## config.mk

```make
export PLATFORM = sky130hd
export DESIGN_NAME = crbt_timer
export DESIGN_NICKNAME = d
export VERILOG_FILES = /design/src/crbt_pkg.sv /design/src/crbt_timer.sv
export SDC_FILE = /design/constraint.sdc
export NUM_CORES = 1
export LEC_CHECK = 0
export BUFFER_PORTS_ARGS = -buffer_cell sky130_fd_sc_hd__buf_2
export CORE_ASPECT_RATIO = 1.1
export CORE_MARGIN = 2
export CORE_UTILIZATION = 56
export DETAILED_ROUTE_END_ITERATION = 12
export PLACE_DENSITY = 0.8
export SYNTH_ARGS = -nofsm -noshare
export SYNTH_HDL_FRONTEND = slang
export SYNTH_SLANG_ARGS = --single-unit
```

## constraint.sdc

```tcl
create_clock -name clock_i -period 2.8 [get_ports clock_i]
set_input_delay 0.42 -clock clock_i [delete_from_list [all_inputs] [get_ports clock_i]]
set_output_delay 0.42 -clock clock_i [all_outputs]
set_load 0.02 [all_outputs]
```

## src/crbt_pkg.sv

```systemverilog
// Package: register map, field positions and constants of the capture/reload timer
package crbt_pkg;

    // Avalon word offsets (byte address = 4 * index)
    localparam logic [3:0] CRBT_OFF_CTRL = 4'h0;
    localparam logic [3:0] CRBT_OFF_CLKCTL = 4'h1;
    localparam logic [3:0] CRBT_OFF_CNTL = 4'h2;
    localparam logic [3:0] CRBT_OFF_CNTH = 4'h3;
    localparam logic [3:0] CRBT_OFF_CAPL = 4'h4;
    localparam logic [3:0] CRBT_OFF_CAPH = 4'h5;
    localparam logic [3:0] CRBT_OFF_IRQ_STAT = 4'h6;
    localparam logic [3:0] CRBT_OFF_IRQ_MASK = 4'h7;

    // Control register bit positions
    localparam int CRBT_B_CPRL = 0;
    localparam int CRBT_B_CSRC = 1;
    localparam int CRBT_B_RUN = 2;
    localparam int CRBT_B_EXEN = 3;
    localparam int CRBT_B_TXSEL = 4;
    localparam int CRBT_B_RXSEL = 5;
    localparam int CRBT_B_EXF = 6;
    localparam int CRBT_B_OVF = 7;
    // Clock control register: divide select
    localparam int CRBT_B_DIV = 5;

    // Interrupt status bits
    localparam int CRBT_I_OVF = 0;
    localparam int CRBT_I_EXF = 1;
    localparam int CRBT_I_BAUD = 2;

    localparam logic [7:0] CRBT_RST_BYTE = 8'h00;
    localparam logic [2:0] CRBT_RST_IRQ = 3'h0;
    localparam logic [15:0] CRBT_CNT_MAX = 16'hffff;
    localparam logic [3:0] CRBT_DIV12_LAST = 4'hb;

    typedef enum logic [1:0] {
        CRBT_OFF,
        CRBT_CAPTURE,
        CRBT_RELOAD,
        CRBT_BAUD
    } crbt_mode_t;

    // Avalon-MM slave request
    typedef struct packed {
        logic [3:0] address;
        logic read;
        logic write;
        logic [31:0] writedata;
    } crbt_avreq_t;

    // Baud and trigger events toward UART and ADC
    typedef struct packed {
        logic rx_baud;
        logic tx_baud;
        logic adc_start;
    } crbt_evt_t;

endpackage : crbt_pkg

```

## src/crbt_timer.sv

```systemverilog
// Capture / auto-reload / baud generator 16-bit timer with Avalon-MM slave
//
// Functional notes
// RQ1: Sixteen-bit up-counter from two byte halves
// RQ2: Source bit selects divided clock or pin
// RQ3: Overflow event offered as converter start trigger
// RQ4: Mode decode: off, baud, capture, reload
// RQ5: Capture when select and run bits set
// RQ6: Strobe edge captures count, sets external flag
// RQ7: Strobe ignored while external enable clear
// RQ8: Wrap sets overflow flag in capture/reload
// RQ9: Reload mode loads capture value on overflow
// RQ10: Reload mode strobe edge also reloads
// RQ11: Run bit starts and stops counting
// RQ12: Baud mode reloads, no flag, drives shift clock
// RQ13: Receive and transmit baud select independently
// RQ14: Any baud select forces reload behaviour
// RQ15: Baud mode internal source divides clock by two
// RQ16: Baud mode external source counts pin edges
// RQ17: Baud mode strobe edge sets external flag
// RQ18: Software uses baud mode only in UART modes 1/3
// RQ19: Pins synchronised, falling edge gives one pulse
//
// Local design decisions: the Avalon-MM slave port and the register offsets.
`timescale 1ns/10ps
module crbt_timer (
    // Clock, reset, enable
    input wire logic clock_i,
    input wire logic rstn_i,
    input wire logic ce_i,
    // Avalon-MM slave
    input wire crbt_pkg::crbt_avreq_t av_req_i,
    output logic [31:0] av_readdata_o,
    output logic av_waitrequest_o,
    // External pins
    input wire logic ext_count_pin_i,
    input wire logic ext_strobe_pin_i,
    // Events and interrupt
    output crbt_pkg::crbt_evt_t evt_o,
    output logic irq_o
);
    import crbt_pkg::*;

    logic [7:0] ctrl_reg;
    logic clkdiv_reg;
    logic [7:0] count_low_byte;
    logic [7:0] count_high_byte;
    logic [7:0] capture_low_byte;
    logic [7:0] capture_high_byte;
    logic [2:0] irq_stat_reg;
    logic [2:0] irq_mask_reg;
    logic [3:0] pre_reg;
    logic [2:0] cnt_sync_reg;
    logic [2:0] stb_sync_reg;
    logic cnt_lvl_reg;
    logic stb_lvl_reg;
    logic ack_reg;
    logic wreq_reg;
    logic [31:0] rdata_reg;
    crbt_evt_t evt_reg;
    logic irq_reg;

    crbt_mode_t mode;
    logic [15:0] count;
    logic [15:0] reload_val;
    logic cnt_fall;
    logic stb_fall;
    logic tick;
    logic wrap;
    logic stb_ev;
    logic wr_hit;
    logic [7:0] wbyte;

    assign count = {count_high_byte, count_low_byte}; // RQ1
    assign reload_val = {capture_high_byte, capture_low_byte};
    // Writes commit at the edge where the master sees waitrequest low,
    // so a master that aborts before then leaves no trace
    assign wr_hit = av_req_i.write && ack_reg;
    assign wbyte = av_req_i.writedata[7:0];

    // Mode decode
    always_comb begin
        if (!ctrl_reg[CRBT_B_RUN]) begin
            mode = CRBT_OFF; // RQ4 RQ11
        end else if (ctrl_reg[CRBT_B_RXSEL] || ctrl_reg[CRBT_B_TXSEL]) begin
            mode = CRBT_BAUD; // RQ4 RQ14
        end else if (ctrl_reg[CRBT_B_CPRL]) begin
            mode = CRBT_CAPTURE; // RQ5
        end else begin
            mode = CRBT_RELOAD; // RQ4
        end
    end

    // Pin synchronisers: edge seen once stages two and three agree
    always_ff @(posedge clock_i) begin
        if (!rstn_i) begin
            cnt_sync_reg <= 3'h7;
            stb_sync_reg <= 3'h7;
            cnt_lvl_reg <= 1'b1;
            stb_lvl_reg <= 1'b1;
        end else if (ce_i) begin
            cnt_sync_reg <= {cnt_sync_reg[1:0], ext_count_pin_i}; // RQ19
            stb_sync_reg <= {stb_sync_reg[1:0], ext_strobe_pin_i}; // RQ19
            if (cnt_sync_reg[1] == cnt_sync_reg[2]) begin
                cnt_lvl_reg <= cnt_sync_reg[2];
            end
            if (stb_sync_reg[1] == stb_sync_reg[2]) begin
                stb_lvl_reg <= stb_sync_reg[2];
            end
        end
    end

    assign cnt_fall = cnt_lvl_reg && (cnt_sync_reg[2:1] == 2'b00); // RQ19
    assign stb_fall = stb_lvl_reg && (stb_sync_reg[2:1] == 2'b00); // RQ19
    // Strobe counts only with external enable and the timer running
    assign stb_ev = stb_fall && ctrl_reg[CRBT_B_EXEN] && mode != CRBT_OFF; // RQ7

    // Prescaler: /12 or /1 normally, /2 in baud mode
    always_ff @(posedge clock_i) begin
        if (!rstn_i) begin
            pre_reg <= 4'h0;
        end else if (ce_i) begin
            if (mode == CRBT_OFF || tick) begin
                pre_reg <= 4'h0;
            end else begin
                pre_reg <= pre_reg + 4'h1;
            end
        end
    end

    always_comb begin
        if (mode == CRBT_OFF) begin
            tick = 1'b0; // RQ11
        end else if (ctrl_reg[CRBT_B_CSRC]) begin
            tick = cnt_fall; // RQ2 RQ16
        end else if (mode == CRBT_BAUD) begin
            tick = pre_reg[0]; // RQ15
        end else if (clkdiv_reg) begin
            tick = 1'b1; // RQ2
        end else begin
            tick = (pre_reg == CRBT_DIV12_LAST); // RQ2
        end
    end

    assign wrap = tick && (count == CRBT_CNT_MAX);

    // Counter: software writes lose to hardware reload and increment
    always_ff @(posedge clock_i) begin
        if (!rstn_i) begin
            count_low_byte <= CRBT_RST_BYTE;
            count_high_byte <= CRBT_RST_BYTE;
        end else if (ce_i) begin
            if (wr_hit && av_req_i.address == CRBT_OFF_CNTL) begin
                count_low_byte <= wbyte;
            end
            if (wr_hit && av_req_i.address == CRBT_OFF_CNTH) begin
                count_high_byte <= wbyte;
            end
            if (mode != CRBT_CAPTURE && mode != CRBT_OFF
                && (wrap || (stb_ev && mode == CRBT_RELOAD))) begin
                // RQ9 RQ10 RQ12 RQ14
                {count_high_byte, count_low_byte} <= reload_val;
            end else if (tick) begin
                {count_high_byte, count_low_byte} <= count + 16'h0001; // RQ1
            end
        end
    end

    // Capture registers hold the reload value or the captured count
    always_ff @(posedge clock_i) begin
        if (!rstn_i) begin
            capture_low_byte <= CRBT_RST_BYTE;
            capture_high_byte <= CRBT_RST_BYTE;
        end else if (ce_i) begin
            if (stb_ev && mode == CRBT_CAPTURE) begin
                {capture_high_byte, capture_low_byte} <= count; // RQ6
            end else begin
                if (wr_hit && av_req_i.address == CRBT_OFF_CAPL) begin
                    capture_low_byte <= wbyte;
                end
                if (wr_hit && av_req_i.address == CRBT_OFF_CAPH) begin
                    capture_high_byte <= wbyte;
                end
            end
        end
    end

    // Control register; hardware flag set wins over software write
    always_ff @(posedge clock_i) begin
        if (!rstn_i) begin
            ctrl_reg <= CRBT_RST_BYTE;
            clkdiv_reg <= 1'b0;
        end else if (ce_i) begin
            if (wr_hit && av_req_i.address == CRBT_OFF_CTRL) begin
                ctrl_reg <= wbyte;
            end
            if (wr_hit && av_req_i.address == CRBT_OFF_CLKCTL) begin
                clkdiv_reg <= wbyte[CRBT_B_DIV];
            end
            if (wrap && (mode == CRBT_CAPTURE || mode == CRBT_RELOAD)) begin
                ctrl_reg[CRBT_B_OVF] <= 1'b1; // RQ8 RQ12
            end
            if (stb_ev) begin
                ctrl_reg[CRBT_B_EXF] <= 1'b1; // RQ6 RQ10 RQ17
            end
        end
    end

    // Interrupt status: sticky, write one to clear, set wins
    always_ff @(posedge clock_i) begin
        if (!rstn_i) begin
            irq_stat_reg <= CRBT_RST_IRQ;
            irq_mask_reg <= CRBT_RST_IRQ;
        end else if (ce_i) begin
            if (wr_hit && av_req_i.address == CRBT_OFF_IRQ_MASK) begin
                irq_mask_reg <= av_req_i.writedata[2:0];
            end
            if (wr_hit && av_req_i.address == CRBT_OFF_IRQ_STAT) begin
                irq_stat_reg <= irq_stat_reg & ~av_req_i.writedata[2:0];
            end
            if (wrap && (mode == CRBT_CAPTURE || mode == CRBT_RELOAD)) begin
                irq_stat_reg[CRBT_I_OVF] <= 1'b1; // RQ8
            end
            if (stb_ev) begin
                irq_stat_reg[CRBT_I_EXF] <= 1'b1; // RQ6 RQ10 RQ17
            end
            if (wrap && mode == CRBT_BAUD) begin
                irq_stat_reg[CRBT_I_BAUD] <= 1'b1;
            end
        end
    end

    // Outputs: baud strobes per direction, converter trigger on wrap
    always_ff @(posedge clock_i) begin
        if (!rstn_i) begin
            evt_reg <= '0;
            irq_reg <= 1'b0;
        end else if (ce_i) begin
            evt_reg.rx_baud <= wrap && mode == CRBT_BAUD
                && ctrl_reg[CRBT_B_RXSEL]; // RQ12 RQ13
            evt_reg.tx_baud <= wrap && mode == CRBT_BAUD
                && ctrl_reg[CRBT_B_TXSEL]; // RQ12 RQ13
            evt_reg.adc_start <= wrap; // RQ3
            irq_reg <= |(irq_stat_reg & irq_mask_reg);
        end
    end

    // Avalon slave: one wait state, answer in second cycle
    always_ff @(posedge clock_i) begin
        if (!rstn_i) begin
            ack_reg <= 1'b0;
            wreq_reg <= 1'b1;
            rdata_reg <= 32'h0;
        end else if (ce_i) begin
            ack_reg <= (av_req_i.read || av_req_i.write) && !ack_reg;
            // Own flop so the pin never carries an inverter glitch
            wreq_reg <= !((av_req_i.read || av_req_i.write) && !ack_reg);
            if (av_req_i.read && !ack_reg) begin
                unique case (av_req_i.address)
                    CRBT_OFF_CTRL: rdata_reg <= {24'h0, ctrl_reg};
                    CRBT_OFF_CLKCTL:
                        rdata_reg <= {26'h0, clkdiv_reg, 5'h00};
                    CRBT_OFF_CNTL: rdata_reg <= {24'h0, count_low_byte};
                    CRBT_OFF_CNTH: rdata_reg <= {24'h0, count_high_byte};
                    CRBT_OFF_CAPL: rdata_reg <= {24'h0, capture_low_byte};
                    CRBT_OFF_CAPH: rdata_reg <= {24'h0, capture_high_byte};
                    CRBT_OFF_IRQ_STAT: rdata_reg <= {29'h0, irq_stat_reg};
                    CRBT_OFF_IRQ_MASK: rdata_reg <= {29'h0, irq_mask_reg};
                    default: rdata_reg <= 32'h0;
                endcase
            end
        end
    end

    assign av_readdata_o = rdata_reg;
    assign av_waitrequest_o = wreq_reg;
    assign evt_o = evt_reg;
    assign irq_o = irq_reg;

    // Checks
    ovf_flag_set_a: assert property (@(posedge clock_i) disable iff (!rstn_i)
        ce_i && wrap && (mode == CRBT_CAPTURE || mode == CRBT_RELOAD)
        |=> ctrl_reg[CRBT_B_OVF]) else $error("overflow flag not set"); // RQ8
    baud_no_flag_a: assert property (@(posedge clock_i) disable iff (!rstn_i)
        ce_i && wrap && mode == CRBT_BAUD && !ctrl_reg[CRBT_B_OVF]
        && !(wr_hit && av_req_i.address == CRBT_OFF_CTRL)
        |=> !ctrl_reg[CRBT_B_OVF]) else $error("baud set flag"); // RQ12
    reload_on_wrap_a: assert property (@(posedge clock_i) disable iff (!rstn_i)
        ce_i && wrap && mode == CRBT_RELOAD
        |=> count == $past(reload_val)) else $error("no reload"); // RQ9
    capture_copy_a: assert property (@(posedge clock_i) disable iff (!rstn_i)
        ce_i && stb_ev && mode == CRBT_CAPTURE
        |=> reload_val == $past(count)) else $error("no capture"); // RQ6
    strobe_ignored_a: assert property (@(posedge clock_i) disable iff (!rstn_i)
        ce_i && stb_fall && !ctrl_reg[CRBT_B_EXEN] && !ctrl_reg[CRBT_B_EXF]
        && !(wr_hit && av_req_i.address == CRBT_OFF_CTRL)
        |=> !ctrl_reg[CRBT_B_EXF]) else $error("strobe not ignored"); // RQ7
    stopped_hold_a: assert property (@(posedge clock_i) disable iff (!rstn_i)
        ce_i && !ctrl_reg[CRBT_B_RUN] && !wr_hit
        |=> $stable(count)) else $error("count moved while off"); // RQ11
    baud_div2_a: assert property (@(posedge clock_i) disable iff (!rstn_i)
        ce_i && mode == CRBT_BAUD && !ctrl_reg[CRBT_B_CSRC] && tick
        |=> !tick) else $error("baud tick not halved"); // RQ15
    rx_baud_out_a: assert property (@(posedge clock_i) disable iff (!rstn_i)
        ce_i && wrap && mode == CRBT_BAUD && ctrl_reg[CRBT_B_RXSEL]
        |=> evt_o.rx_baud && evt_o.adc_start)
        else $error("rx baud missing"); // RQ13
    edge_one_pulse_a: assert property (@(posedge clock_i) disable iff (!rstn_i)
        ce_i && stb_fall |=> !stb_fall) else $error("double edge"); // RQ19

    // Strobe handling and interrupt level
    exf_flag_set_a: assert property (@(posedge clock_i) // RQ6
        disable iff (!rstn_i)
        ce_i && stb_ev |=> ctrl_reg[CRBT_B_EXF])
        else $error("external flag not set");
    strobe_reload_a: assert property (@(posedge clock_i) // RQ10
        disable iff (!rstn_i)
        ce_i && stb_ev && mode == CRBT_RELOAD
        |=> count == $past(reload_val))
        else $error("strobe reload missing");
    irq_high_a: assert property (@(posedge clock_i) // RQ8
        disable iff (!rstn_i)
        ce_i && |(irq_stat_reg & irq_mask_reg) |=> irq_o)
        else $error("interrupt not raised");
    irq_low_a: assert property (@(posedge clock_i) // RQ8
        disable iff (!rstn_i)
        ce_i && !(|(irq_stat_reg & irq_mask_reg)) |=> !irq_o)
        else $error("interrupt raised without cause");

    // Wrap behaviour per mode
    capture_wrap_a: assert property (@(posedge clock_i) // RQ8
        disable iff (!rstn_i)
        ce_i && wrap && mode == CRBT_CAPTURE |=> count == 16'h0000)
        else $error("capture wrap did not roll over");
    baud_reload_a: assert property (@(posedge clock_i) // RQ12
        disable iff (!rstn_i)
        ce_i && wrap && mode == CRBT_BAUD
        |=> count == $past(reload_val))
        else $error("baud reload missing");
    baud_no_irq_a: assert property (@(posedge clock_i) // RQ12
        disable iff (!rstn_i)
        ce_i && wrap && mode == CRBT_BAUD && !irq_stat_reg[CRBT_I_OVF]
        |=> !irq_stat_reg[CRBT_I_OVF])
        else $error("baud wrap set overflow status");
    tx_baud_out_a: assert property (@(posedge clock_i) // RQ13
        disable iff (!rstn_i)
        ce_i && wrap && mode == CRBT_BAUD && ctrl_reg[CRBT_B_TXSEL]
        |=> evt_o.tx_baud)
        else $error("tx baud missing");
    adc_trigger_a: assert property (@(posedge clock_i) // RQ3
        disable iff (!rstn_i)
        ce_i && wrap |=> evt_o.adc_start)
        else $error("converter trigger missing");

    // Counting source and mode decode
    count_step_a: assert property (@(posedge clock_i) // RQ1
        disable iff (!rstn_i)
        ce_i && tick && !wrap && !(stb_ev && mode == CRBT_RELOAD)
        |=> count == $past(count) + 16'h0001)
        else $error("count did not step");
    pin_source_a: assert property (@(posedge clock_i) // RQ16
        disable iff (!rstn_i)
        mode != CRBT_OFF && ctrl_reg[CRBT_B_CSRC] |-> tick == cnt_fall)
        else $error("pin source not followed");
    baud_decode_a: assert property (@(posedge clock_i) // RQ14
        disable iff (!rstn_i)
        ctrl_reg[CRBT_B_RUN]
        && (ctrl_reg[CRBT_B_RXSEL] || ctrl_reg[CRBT_B_TXSEL])
        |-> mode == CRBT_BAUD)
        else $error("baud mode not decoded");
    capture_decode_a: assert property (@(posedge clock_i) // RQ5
        disable iff (!rstn_i)
        ctrl_reg[CRBT_B_RUN] && ctrl_reg[CRBT_B_CPRL]
        && !ctrl_reg[CRBT_B_RXSEL] && !ctrl_reg[CRBT_B_TXSEL]
        |-> mode == CRBT_CAPTURE)
        else $error("capture mode not decoded");

    // Clock enable and bus handshake
    freeze_hold_a: assert property (@(posedge clock_i)
        disable iff (!rstn_i)
        !ce_i |=> $stable(count) && $stable(ctrl_reg))
        else $error("state moved while frozen");
    one_wait_a: assert property (@(posedge clock_i)
        disable iff (!rstn_i)
        ce_i && (av_req_i.read || av_req_i.write) && av_waitrequest_o
        |=> !av_waitrequest_o)
        else $error("bus answer late");

endmodule : crbt_timer

```

==> out/results.ini <==
[run_status]
status=complete, no violations

[worst_hold_path]
hold_path_class=input port to flop
hp-start=ext_strobe_pin_i

[critical_path]
path_class=flop to flop
endpoint_kind=flop
max_stage_delay_ns=0.35
path_max_fanout=22
start_kind=flop
path_cells=o31a_1 > inv_1 > ha_2 > and4b_1 > and3b_1 > or2_1 > buf_4 > a211o_2 > a31oi_1
arrival_ns=2.90
setup.worst_path.start=ctrl_reg[0]
required_ns=3.08
worst_path_max_delay_cell=dfxtp_1
crit-reg2reg-launch=ctrl_reg[0]

[floorplanning]
boundaryPins=80
die_h_um=96.48
die-area_sq_um=8497
rows=33
initial_core_util_pct=57.94
fp.dieW_um=88.08
core-area_sq_um=7515

[grt]
grt_pass1_vias=3672
grt_max_degree=29
track_usage_pct=28.03
grt_overflow=0
antenna_found_initial=0
grt_first_pass_wirelength_um=18160

[pwr]
p_leak_nw=1.992
switching_share_pct=24.35
power_frac_comb_pct=7.8
p_sw_mw=0.5462
seqPwrFrac_pct=47.2
power.internal_mw=1.697
p_clk_share_pct=45.0
power.density_nw_per_um2=476.4
peakVddDrop_uv=385.7

[clock_tree]
postCtsHoldBufs=0
ctsResizeCount=0
cts_made_buffers=9
ctsLongestPathBuffers=2
insertion_delay_ns=0.35
cts-htree-levels=3
tritoncts=done
clock-sinks=73
post-cts-setup-buffer-count=0
cts_root_buf=clkbuf_8
clk_pin_slew_ns=0.08

[drt]
via_count=4005
vias_per_cell=6.181
drt_iter0_markers=386
routed_wl_um=11600
post_drt_wl_per_cell_um=17.91
final_antenna_net_count=0
dr.pass1.iters=5
drc=0

[sta]
hold-worst-slack_ns=0.2863
maxSlewHeadroom_pct=59.51
fin_crit_sh_pct=93.56
max_slew.worst_pin.slew_ns=0.6073
slew_viol_final=0
setup_viol=0
finalSetupTns_ns=0
rsz0062_at_grt=no
fmax_ghz=0.3817
fin_crit_ns=2.620
clock_skew_ns=0.008844
hold_viol_final=0

[synthesis]
avgSynthCellArea_sq_um=8.438
synth_cell_types=70
netlist_top_cells_count=73 x dfxtp_1, 65 x nor2_1, 41 x nand2_1
synth_area_leader_cell=dfxtp_1
ys_seq_area_share_pct=33.56
syn_inst=516
ys.warnings.count=0
synth_ff_type=dfxtp_1
synth_edf_count=0
synthArstFlopShare_pct=0
yosys.area.top_type_share_pct=33.56
netlist_area_sq_um=4354
ys_seq_elements=73
synth_area_leaders=dfxtp_1 34%, nor2_1 5.6%, mux2i_1 5.5%
yosysMostFrequentCell=dfxtp_1

[cells_and_area]
syn2layout_area_growth_pct=8.161
utilization_pct=62.67
num_antenna_cells=0
fillers=651
drive_above_1_share_pct=17.68
fin_area_sq_um=4710
fin_nets=589

[place]
globalplace.congestion=0.9003
dpl.hpwl_um=8271
portBuffers=31
place_area_sq_um=4447

[job]
cap_violations=0

-- cell usage in the layout, fill, tap and decap left out, drive strengths merged, types with 3 or more instances in the layout --
cell / instances
a211o: 10
a21o: 3
a21oi: 25
a22oi: 10
a311oi: 15
a31oi: 9
and3: 6
buf: 50
bufinv: 3
clkbuf: 10
conb: 24
dfxtp: 73
ha: 8
inv: 17
mux2: 10
mux2i: 24
nand2: 41
nand2b: 3
nand3: 30
nand3b: 5
nand4: 6
nor2: 65
nor2b: 3
nor3: 4
o211ai: 8
o21ai: 20
o22ai: 4
or2: 4
xnor2: 7
xor2: 7
-- power groups by stage --
stage          registers (mW)  logic (mW)  clock network (mW)
4_1_cts                  1.06       0.172                1.02
5_1_grt                  1.06       0.190                1.07
6_report                 1.06       0.175                1.01
3_3_place_gp             1.08       0.166                   0
3_5_place_dp             1.08       0.171                   0
2_1_floorplan            1.08       0.150                   0
-- cell type report --
cell class	instances	area, sq um	area share [%]
Clock inverter	6	115.1	2.444
Sequential cell	73	1463	31.06
Tap cell	105	131.4	2.790
Multi-Input combinational cell	388	2515	53.40
Inverter	16	60.06	1.275
Clock buffer	10	127.6	2.710
Timing Repair Buffer	50	297.8	6.323
-- critical path, delay by kind of cell, from the launching register on --
family / cells / cell delay (ns)
flops: 1 / 0.35
buf+inv: 2 / 0.32
compound gates: 3 / 0.79
simple gates: 3 / 0.83
fa+ha+maj: 1 / 0.24
-- cell families (layout without fill, tap and decap cells) --
group,count (synthesis),after routing,synth area share [%]
AOI/OAI and AO/OA,127,127,21.67
xor gates and xnor gates,14,14,2.816
adders and majority gates,8,8,2.299
buffers and inverters,78,82,11.09
DFF,73,73,33.56
muxes,35,35,8.621
other,1,24,0.08612
and+or+nand+nor,180,180,19.86
-- worst paths after layout --
check | slack, ns | to | depth (start not counted)
max reg2reg | 0.18 | count_high_byte[1] | 9
min reg2reg | 0.48 | cnt_sync_reg[0] | 2
min | 0.29 | stb_sync_reg[0] | 3
max | 0.18 | count_high_byte[1] | 9
-- per-stage QoR --
step | power, mW | instances | setup slack (ns)
after floorplan | 1.232 | 539 | 0.3349
after global placement | 1.248 | 632 | 0.2610
after detailed placement | 1.254 | 632 | 0.1715
after CTS | 2.254 | 648 | 0.1470
after global routing | 2.321 | 648 | 0.01766
final | 2.243 | 648 | 0.1802
-- metal layers --
metal	track usage, %	vias to the layer above	part of all wire, %
met5	0	-	0
met4	14.90	0	4.8
met3	5.013	46	8.9
met2	44.38	233	47
met1	36.40	1859	40
li1	-	1867	-
No activity file was read; power rests on OpenSTA's default activity.
